**src/hdl/cmp_pkg.sv**
```systemverilog
// Package for the dual comparator control block: offsets, fields, resets.
// Assumes the analog core and input muxes sit outside and read the fields.
package cmp_pkg;

   // Register byte offsets
   localparam logic [31:0] CSR_OFFSET = 32'h0200_0000;
   localparam logic [31:0] FR_OFFSET = 32'h0000_0004;

   // Control/status field positions
   localparam int CSR_OUT_BIT = 30;
   localparam int CSR_VCSEL_LSB = 26;
   localparam int CSR_VCDIV_LSB = 20;
   localparam int CSR_PWR_LSB = 18;
   localparam int CSR_HYST_BIT = 16;
   localparam int CSR_POL_BIT = 15;
   localparam int CSR_WIN_BIT = 11;
   localparam int CSR_INP_LSB = 6;
   localparam int CSR_INN_LSB = 2;
   localparam int CSR_EN_BIT = 0;

   // Filter register field positions
   localparam int FR_CNT_LSB = 16;
   localparam int FR_EN_BIT = 0;

   // Values after reset
   localparam logic [1:0] VCSEL_RESET = 2'h0;
   localparam logic [5:0] VCDIV_RESET = 6'h20;
   localparam logic [1:0] PWR_RESET = 2'h0;
   localparam logic [3:0] SEL_RESET = 4'h0;
   localparam logic [15:0] FLT_CNT_RESET = 16'h0000;

   // Reference source codes
   localparam logic [1:0] VCSEL_OFF = 2'h0;
   localparam logic [1:0] VCSEL_SUPPLY = 2'h1;
   localparam logic [1:0] VCSEL_BUFFERED = 2'h2;
   localparam logic [1:0] VCSEL_BANDGAP = 2'h3;

   // Speed/power codes
   localparam logic [1:0] PWR_HIGH_SPEED = 2'h0;
   localparam logic [1:0] PWR_MEDIUM_SPEED = 2'h1;
   localparam logic [1:0] PWR_RESERVED = 2'h2;

   // Comparator clock source codes
   typedef enum logic [1:0] {
      CCLK_BUS = 2'b00,
      CCLK_INT_SLOW = 2'b01,
      CCLK_EXT_SLOW = 2'b10,
      CCLK_BUS_ALT = 2'b11
   } cmp_clk_src_t;

   // Settings handed to the analog comparator core
   typedef struct packed {
      logic divider_on;
      logic [1:0] ref_source_select;
      logic [5:0] divider_ratio;
      logic [1:0] speed_power_select;
      logic hyst_enable_one;
      logic hyst_enable_two;
      logic shared_plus_input;
      logic [3:0] plus_select;
      logic [3:0] minus_select;
      logic comp_enable;
   } cmp_ana_ctrl_t;

   // Routed copies of the comparator result
   typedef struct packed {
      logic brake;
      logic pwm_ref_clear;
      logic capture;
      logic alt_pin;
      logic ext_line;
   } cmp_route_t;

endpackage

```
**src/hdl/cmp_filter.sv**
```systemverilog
// Output latch and sample filter of the comparator clock domain.
// Assumes samples arrive pre-synchronised; tick marks comparator clock edges.
`timescale 1ns/100ps

module cmp_filter #(
   parameter int CNT_W = 16
) (
   // Clock and domain reset
   input wire logic clk,
   input wire logic rst,
   // Comparator clock tick and controls
   input wire logic tick,
   input wire logic enable,
   input wire logic filt_en,
   input wire logic [CNT_W-1:0] filt_cnt,
   // Sample in, result out
   input wire logic sample,
   output logic result
);

   logic cand_reg, cand_next;
   logic [CNT_W-1:0] cnt_reg, cnt_next;
   logic out_reg, out_next;

   // Next-state: candidate must match filt_cnt+2 samples in a row before release
   always_comb begin
      cand_next = cand_reg;
      cnt_next = cnt_reg;
      out_next = out_reg;
      if (!enable) begin
         cand_next = 1'b0;
         cnt_next = '0;
         out_next = 1'b0;
      end else if (tick) begin
         if (!filt_en) begin
            out_next = sample;
            cand_next = sample;
            cnt_next = '0;
         end else if (sample != cand_reg) begin
            cand_next = sample;
            cnt_next = '0;
         end else if (cnt_reg >= filt_cnt) begin
            out_next = cand_reg;
         end else begin
            cnt_next = cnt_reg + 1'b1;
         end
      end
   end

   // Latch and counter state; domain reset clears all
   always_ff @(posedge clk) begin
      if (rst) begin
         cand_reg <= 1'b0;
         cnt_reg <= '0;
         out_reg <= 1'b0;
      end else begin
         cand_reg <= cand_next;
         cnt_reg <= cnt_next;
         out_reg <= out_next;
      end
   end

   assign result = out_reg;

endmodule

```
**src/hdl/cmp_dual_ctrl.sv**
```systemverilog
// Control and output side of a pair of analog comparators, first one's map.
// Assumes analog core, input muxes, timer and event controller outside.
//
// Summary of operation
// Output status bit is read-only, shows result after polarity.
// Reference source field: off, analog supply, buffered, bandgap.
// Divider ratio n gives (n+1)/64 of reference; resets to 100000.
// Speed field 00 high speed, 01 medium; 10 reserved.
// Software selects medium speed before Stop with low-power regulator.
// Window bit ties both non-inverting inputs together.
// Software never sets window bit on both comparators.
// Each comparator has its own hysteresis enable.
// Software programs filter before setting comparator enable.
// Each output drives its own external event line.
// Outputs can wake the chip from Sleep and Stop.
// Registers on bus clock, latch and filter on comparator clock.
// Comparator clock from bus clock or either slow oscillator.
// One gate bit stops or runs both clocks together.
// Per-domain resets, both from bus reset and software reset.
// Outputs routed to brake, reference clear, capture and pin.
// Filter releases value only after programmed sample count.
// Polarity bit inverts result before status and routing.
// Latched output held low after reset or while disabled.
`timescale 1ns/100ps

module cmp_dual_ctrl #(
   parameter int FLT_W = 16
) (
   // Clock and resets
   input wire logic ref_clk,
   input wire logic sys_rst,
   input wire logic soft_rst,
   // Clock gating and comparator clock choice
   input wire logic periph_clock_gate,
   input wire logic [1:0] comp_clk_sel,
   input wire logic internal_slow_osc,
   input wire logic external_slow_osc,
   // Register port
   input wire logic [31:0] reg_addr,
   input wire logic reg_wr,
   input wire logic reg_rd,
   input wire logic [31:0] reg_wdata,
   output logic [31:0] reg_rdata,
   // Second comparator's own settings
   input wire logic hyst_enable_two,
   input wire logic window_two_set,
   // Analog core
   input wire logic analog_out_one,
   output cmp_pkg::cmp_ana_ctrl_t ana_ctrl,
   // Routed result
   output cmp_pkg::cmp_route_t route
);

   // Bus domain control fields
   logic [1:0] vcsel_reg, vcsel_next;
   logic [5:0] vcdiv_reg, vcdiv_next;
   logic [1:0] pwr_reg, pwr_next;
   logic hyst_reg, hyst_next;
   logic pol_reg, pol_next;
   logic win_reg, win_next;
   logic [3:0] inp_reg, inp_next;
   logic [3:0] inn_reg, inn_next;
   logic en_reg, en_next;
   logic [FLT_W-1:0] fcnt_reg, fcnt_next;
   logic fen_reg, fen_next;
   logic [31:0] rdata_reg, rdata_next;

   // Synchronisers and tick source
   logic [1:0] ana_sync_reg;
   logic [1:0] slow_osc_pin;
   logic [1:0] slow_rise;
   logic hyst2_reg, win2_reg;

   // Output flops
   logic stat_reg, stat_next;
   cmp_pkg::cmp_route_t route_reg, route_next;
   cmp_pkg::cmp_ana_ctrl_t ana_reg, ana_next;

   logic dom_rst;
   logic comp_tick;
   logic tick_src;
   logic sample_pol;
   logic filt_result;
   logic csr_hit, fr_hit;
   logic [31:0] csr_view;
   logic [31:0] fr_view;

   // Both domains reset from bus reset and software reset
   assign dom_rst = sys_rst | soft_rst;

   // Address decode
   assign csr_hit = (reg_addr == cmp_pkg::CSR_OFFSET);
   assign fr_hit = (reg_addr == cmp_pkg::FR_OFFSET);

   // Register next values; writes only land while the bus clock runs
   always_comb begin
      vcsel_next = vcsel_reg;
      vcdiv_next = vcdiv_reg;
      pwr_next = pwr_reg;
      hyst_next = hyst_reg;
      pol_next = pol_reg;
      win_next = win_reg;
      inp_next = inp_reg;
      inn_next = inn_reg;
      en_next = en_reg;
      fcnt_next = fcnt_reg;
      fen_next = fen_reg;
      if (reg_wr && periph_clock_gate) begin
         if (csr_hit) begin
            vcsel_next = reg_wdata[cmp_pkg::CSR_VCSEL_LSB +: 2];
            vcdiv_next = reg_wdata[cmp_pkg::CSR_VCDIV_LSB +: 6];
            if (reg_wdata[cmp_pkg::CSR_PWR_LSB +: 2] != cmp_pkg::PWR_RESERVED) begin
               pwr_next = reg_wdata[cmp_pkg::CSR_PWR_LSB +: 2];
            end
            hyst_next = reg_wdata[cmp_pkg::CSR_HYST_BIT];
            pol_next = reg_wdata[cmp_pkg::CSR_POL_BIT];
            win_next = reg_wdata[cmp_pkg::CSR_WIN_BIT];
            inp_next = reg_wdata[cmp_pkg::CSR_INP_LSB +: 4];
            inn_next = reg_wdata[cmp_pkg::CSR_INN_LSB +: 4];
            en_next = reg_wdata[cmp_pkg::CSR_EN_BIT];
         end
         if (fr_hit) begin
            fcnt_next = reg_wdata[cmp_pkg::FR_CNT_LSB +: FLT_W];
            fen_next = reg_wdata[cmp_pkg::FR_EN_BIT];
         end
      end
   end

   // Bus domain registers
   always_ff @(posedge ref_clk) begin
      if (dom_rst) begin
         vcsel_reg <= cmp_pkg::VCSEL_RESET;
         vcdiv_reg <= cmp_pkg::VCDIV_RESET;
         pwr_reg <= cmp_pkg::PWR_RESET;
         hyst_reg <= 1'b0;
         pol_reg <= 1'b0;
         win_reg <= 1'b0;
         inp_reg <= cmp_pkg::SEL_RESET;
         inn_reg <= cmp_pkg::SEL_RESET;
         en_reg <= 1'b0;
         fcnt_reg <= cmp_pkg::FLT_CNT_RESET;
         fen_reg <= 1'b0;
      end else begin
         vcsel_reg <= vcsel_next;
         vcdiv_reg <= vcdiv_next;
         pwr_reg <= pwr_next;
         hyst_reg <= hyst_next;
         pol_reg <= pol_next;
         win_reg <= win_next;
         inp_reg <= inp_next;
         inn_reg <= inn_next;
         en_reg <= en_next;
         fcnt_reg <= fcnt_next;
         fen_reg <= fen_next;
      end
   end

   // Read views; reserved bits read zero
   always_comb begin
      csr_view = 32'h0000_0000;
      csr_view[cmp_pkg::CSR_OUT_BIT] = stat_reg;
      csr_view[cmp_pkg::CSR_VCSEL_LSB +: 2] = vcsel_reg;
      csr_view[cmp_pkg::CSR_VCDIV_LSB +: 6] = vcdiv_reg;
      csr_view[cmp_pkg::CSR_PWR_LSB +: 2] = pwr_reg;
      csr_view[cmp_pkg::CSR_HYST_BIT] = hyst_reg;
      csr_view[cmp_pkg::CSR_POL_BIT] = pol_reg;
      csr_view[cmp_pkg::CSR_WIN_BIT] = win_reg;
      csr_view[cmp_pkg::CSR_INP_LSB +: 4] = inp_reg;
      csr_view[cmp_pkg::CSR_INN_LSB +: 4] = inn_reg;
      csr_view[cmp_pkg::CSR_EN_BIT] = en_reg;
      fr_view = 32'h0000_0000;
      fr_view[cmp_pkg::FR_CNT_LSB +: FLT_W] = fcnt_reg;
      fr_view[cmp_pkg::FR_EN_BIT] = fen_reg;
   end

   // Read data, one cycle after the strobe; unmapped reads zero
   always_comb begin
      rdata_next = 32'h0000_0000;
      if (reg_rd && csr_hit) begin
         rdata_next = csr_view;
      end else if (reg_rd && fr_hit) begin
         rdata_next = fr_view;
      end
   end

   // Read data register, cleared by either reset
   always_ff @(posedge ref_clk) begin
      if (dom_rst) begin
         rdata_reg <= 32'h0000_0000;
      end else begin
         rdata_reg <= rdata_next;
      end
   end

   // Two-flop synchroniser for the analog result; second comparator flags
   always_ff @(posedge ref_clk) begin
      if (dom_rst) begin
         ana_sync_reg <= 2'h0;
         hyst2_reg <= 1'b0;
         win2_reg <= 1'b0;
      end else begin
         ana_sync_reg <= {ana_sync_reg[0], analog_out_one};
         hyst2_reg <= hyst_enable_two;
         win2_reg <= window_two_set;
      end
   end

   // Slow oscillator pins, bit 0 internal and bit 1 external
   assign slow_osc_pin = {external_slow_osc, internal_slow_osc};

   // Per oscillator: two-flop synchroniser and rising-edge detect
   for (genvar g = 0; g < 2; g++) begin : g_slow
      logic [1:0] sync_reg;
      logic prev_reg;

      // Synchroniser and previous value, cleared by the domain reset
      always_ff @(posedge ref_clk) begin
         if (dom_rst) begin
            sync_reg <= 2'h0;
            prev_reg <= 1'b0;
         end else begin
            sync_reg <= {sync_reg[0], slow_osc_pin[g]};
            prev_reg <= sync_reg[1];
         end
      end

      // Only the second flop feeds the edge detect
      assign slow_rise[g] = sync_reg[1] & ~prev_reg;
   end

   // Comparator clock edges: bus clock or rising slow oscillator edge
   always_comb begin
      case (cmp_pkg::cmp_clk_src_t'(comp_clk_sel))
         cmp_pkg::CCLK_BUS: tick_src = 1'b1;
         cmp_pkg::CCLK_INT_SLOW: tick_src = slow_rise[0];
         cmp_pkg::CCLK_EXT_SLOW: tick_src = slow_rise[1];
         cmp_pkg::CCLK_BUS_ALT: tick_src = 1'b1;
         default: tick_src = 1'b1;
      endcase
   end

   // Gate bit stops the comparator clock together with the bus clock
   assign comp_tick = tick_src & periph_clock_gate;

   // Polarity applied ahead of latch, status and routing
   assign sample_pol = ana_sync_reg[1] ^ pol_reg;

   // Comparator clock domain latch and filter
   cmp_filter #(
      .CNT_W(FLT_W)
   ) u_filter (
      .clk(ref_clk),
      .rst(dom_rst),
      .tick(comp_tick),
      .enable(en_reg),
      .filt_en(fen_reg),
      .filt_cnt(fcnt_reg),
      .sample(sample_pol),
      .result(filt_result)
   );

   // Status and routed copies of the filtered result
   always_comb begin
      stat_next = filt_result;
      route_next.brake = filt_result;
      route_next.pwm_ref_clear = filt_result;
      route_next.capture = filt_result;
      route_next.alt_pin = filt_result;
      route_next.ext_line = filt_result;
   end

   // Settings driven to the analog core
   always_comb begin
      ana_next.divider_on = (vcsel_reg != cmp_pkg::VCSEL_OFF);
      ana_next.ref_source_select = vcsel_reg;
      ana_next.divider_ratio = vcdiv_reg;
      ana_next.speed_power_select = pwr_reg;
      ana_next.hyst_enable_one = hyst_reg;
      ana_next.hyst_enable_two = hyst2_reg;
      ana_next.shared_plus_input = win_reg & ~win2_reg;
      ana_next.plus_select = inp_reg;
      ana_next.minus_select = inn_reg;
      ana_next.comp_enable = en_reg;
   end

   // Output flops
   always_ff @(posedge ref_clk) begin
      if (dom_rst) begin
         stat_reg <= 1'b0;
         route_reg <= '0;
         ana_reg <= '0;
      end else begin
         stat_reg <= stat_next;
         route_reg <= route_next;
         ana_reg <= ana_next;
      end
   end

   // Every output straight from a flip-flop
   assign reg_rdata = rdata_reg;
   assign route = route_reg;
   assign ana_ctrl = ana_reg;

endmodule

```
**config.mk**
```make
export PLATFORM = sky130hd
export DESIGN_NAME = cmp_dual_ctrl
export DESIGN_NICKNAME = d
export VERILOG_FILES = /design/src/hdl/cmp_pkg.sv /design/src/hdl/cmp_filter.sv /design/src/hdl/cmp_dual_ctrl.sv
export SDC_FILE = /design/constraint.sdc
export NUM_CORES = 1
export LEC_CHECK = 0
export ABC_AREA = 1
export BUFFER_PORTS_ARGS = -buffer_cell sky130_fd_sc_hd__buf_2
export CAP_MARGIN = 15
export CORE_ASPECT_RATIO = 0.75
export CORE_UTILIZATION = 50
export CTS_CLUSTER_DIAMETER = 100
export DETAILED_ROUTE_END_ITERATION = 10
export PLACE_DENSITY = 0.84
export RECOVER_POWER = 50
export SLEW_MARGIN = 20
export SYNTH_ARGS = -nofsm -noshare
export SYNTH_HDL_FRONTEND = slang
export SYNTH_SLANG_ARGS = --single-unit
```
**constraint.sdc**
```tcl
create_clock -name ref_clk -period 3.82 [get_ports ref_clk]
set_clock_uncertainty 0.2 [all_clocks]
set_input_delay 0.191 -clock ref_clk [delete_from_list [all_inputs] [get_ports ref_clk]]
set_output_delay 0.191 -clock ref_clk [all_outputs]
set_load 0.01 [all_outputs]
```
==> metrics.yaml <==
cells_and_area:
  syn2layout_area_growth_pct: 30.1
  finalNetCount: 938
  fillers: 824
  largest_register_ffs: 27
  drive_gt1_frac: 0.139
  antenna_cells: 0
  fin_cells: 987
  fin_area_mm2: 0.00666
setup_path:
  required_ps: 3930
  worst_r2r_startpoint: "pol_reg$_SDFFE_PP0P_"
  crit_fanout: 43
  rr_endpoint: "u_filter.cnt_reg[2]$_SDFFE_PP0P_"
  critPathCaptureType: "flop"
  cp_slowest_stage_delay_ps: 550
  critPathCapture: "pwr_reg[0]$_SDFFE_PP0P_"
  cp_data_arrival_time_ps: 2990
  reg2reg_slack_ps: 1250
  crit_top_cell: "dlygate4sd3_1"
  crit_slowest_cell: "dlygate4sd3_1"
  critPathLaunch: "sys_rst"
  crit_chain: "dlygate4sd3_1 -> buf_2 -> nor2_1 -> dlygate4sd3_1 -> buf_4 -> inv_2 -> nor2_1 -> o21ai_0 -> nand2_1 -> dlygate4sd3_1"
  worstSetupStartpointType: "input pin"
  path_class: "in -> reg"
  reg2regPathDepth: 9
clock_network:
  cts_tree: "built"
  clk_path_buf_depth: 2
  cts.sinks: 118
  clkTransAtPathRegs_ps: 60
  clock-root-buffer: "clkbuf_16"
  htree_levels: 4
  clk_latency_ps: 420
  cts_setup_buffers: 0
  cts_buffers: 17
timing:
  slew_viol_final: 0
  setup_slack_ps: 933
  relSlewSlack: 0.473
  tns_ps: 0
  tightest_slew_ps: 787
  rsz0062_at_grt: "no"
  fmax_mhz: 346
  final_hold_viol_count: 0
  fin_crit_ps: 2890
  finalSetupViolCount: 0
  period_share: 0.756
run:
  maxCapViolCount: 0
synth:
  synth-main-ff-cell: "dfxtp_1"
  synthCells: 691
  synth_edf_count: 0
  ys_ff_latch: 118
  ys.warnings.count: 0
  yosysSeqAreaShare: 0.461
  synth_cell_types: 36
  synth_area_mm2: 0.00512
  syn_area_per_cell_um2: 7.41
  async_reset_ff_frac: 0
floorplanning:
  die_h_um: 89.7
  coreArea_mm2: 0.00981
  pin_count: 137
  start_util: 0.522
  num_rows: 31
  die_w_um: 119
  dieArea_mm2: 0.0107
global_route:
  grt_usage: 0.274
  grt_max_degree: 44
  antenna_found_initial: 0
  overflow: 0
  grt_pass1_vias: 4859
  grt_pass1_wl_mm: 22.4
drt:
  drtAntennaViolNets: 0
  vias: 5108
  first_pass_iters: 5
  wirelength_mm: 13.9
  wl_per_cell_um: 14.1
  dr.first_iter.drc_count: 422
  drc: 0
  post_drt_via_cell_ratio: 5.18
place:
  io_buffers: 126
  gp_congestion: 0.874
  hpwl_mm: 8.73
  dp.cells: 920
  dp_slack_ps: 1160
  postPlaceCellArea_mm2: 0.00576
min_path:
  hold_path.class: "in -> reg"
run_status:
  status: "finished clean"
power_and_ir_drop:
  max-vdd-ir-drop_uv: 372
  p_per_area_mw_per_mm2: 458
  power_leakage_nw: 2.56
==> cell type report <==
| type | instances | area (µm²) | share of cell area |
|---|---|---|---|
| Clock buffer | 18 | 439 | 0.0659 |
| Clock inverter | 14 | 188 | 0.0282 |
| Inverter | 81 | 304 | 0.0456 |
| Multi-Input combinational cell | 459 | 2260 | 0.340 |
| Sequential cell | 118 | 2360 | 0.354 |
| Tap cell | 132 | 165 | 0.0248 |
| Timing Repair Buffer | 165 | 942 | 0.141 |
==> power breakdown <==
part           internal, W  leakage, nW  switching [W]  total (W)
combinational    0.0000622         1.30      0.0000720   0.000134
clock              0.00106        0.304       0.000623    0.00168
sequential         0.00123        0.951     0.00000106    0.00124
==> synth_stat cells (2+ instances only) <==
cell / count / share of area
nand3_1: 86 / 0.084
buf_4: 12 / 0.018
o21bai_1: 5 / 0.0073
nor3_1: 14 / 0.014
nor4_1: 7 / 0.0085
nand2_2: 3 / 0.0037
nor3b_1: 2 / 0.0029
inv_1: 77 / 0.056
o21ai_0: 17 / 0.017
clkbuf_1: 15 / 0.011
inv_2: 2 / 0.0015
a21oi_1: 58 / 0.057
or2_2: 3 / 0.0037
nand4_1: 9 / 0.011
nor2_1: 93 / 0.068
buf_2: 8 / 0.0078
ha_1: 19 / 0.046
nand2_1: 124 / 0.091
clkinv_1: 2 / 0.0015
dfxtp_1: 118 / 0.46
xnor2_1: 2 / 0.0034
==> how the worst min path moves through the flow <==
stage / from / endpoint / cells past startpoint
after floorplan: analog_out_one / ana_sync_reg[0]$_SDFF_PP0_ / 2
after global placement: win2_reg$_SDFF_PP0_ / ana_ctrl[9]$_SDFF_PP0_ / 1
after detailed placement: win2_reg$_SDFF_PP0_ / ana_ctrl[9]$_SDFF_PP0_ / 1
after CTS: reg_addr[2] / pwr_reg[1]$_SDFFE_PP0P_ / 4
after global routing: reg_addr[2] / pwr_reg[1]$_SDFFE_PP0P_ / 4
final: reg_addr[2] / pwr_reg[1]$_SDFFE_PP0P_ / 4
==> per-stage QoR <==
step	utilization	power, W	hold WS [ps]
2_1_floorplan	-	0.00132	103
3_3_place_gp	0.587	0.00136	177
3_5_place_dp	0.587	0.00137	200
4_1_cts	0.687	0.00305	1.05
5_1_grt	0.679	0.00313	49.4
6_report	0.679	0.00305	17.6
==> layout by cell type (no fill, tap or decap), types with 7 or more instances in the layout <==
cell / synthesis / routed
dfxtp_1: 118 / 118
nor2_1: 93 / 93
inv_1: 77 / 77
o21ai_0: 17 / 17
dlygate4sd3_1: 0 / 35
clkbuf_16: 0 / 17
a21oi_1: 58 / 58
nor3_1: 14 / 14
ha_1: 19 / 19
nor4_1: 7 / 7
nand3_1: 86 / 86
nand4_1: 9 / 10
nand2_1: 124 / 124
buf_2: 8 / 71
clkbuf_1: 15 / 55
==> critical path: cells and delay by family <==
kind / cells / cell delay (ps)
buf+inv: 6 / 2410
compound gates: 1 / 110
simple gates: 3 / 260
==> per-layer routing <==
metal	vias up	wire length, µm	GRT usage
met3	37	1100	0.0657
li1	2523	-	-
met5	-	0	0
met4	0	395	0.145
met1	2321	5930	0.312
met2	227	6510	0.489
==> what timing repair did <==
action,in CTS,in global routing
hold buffers,35,0
gates resized for setup,0,0
hold endpoints to repair,44,0
==> logic make-up after synthesis <==
logic type / synth area share
simple gates: 0.297
other cells: 0.000732
flops: 0.461
fa+ha+maj: 0.0464
buf+inv: 0.0987
compound gates: 0.0843
xor+xnor: 0.0115
Power figures use the tool's default switching activity.
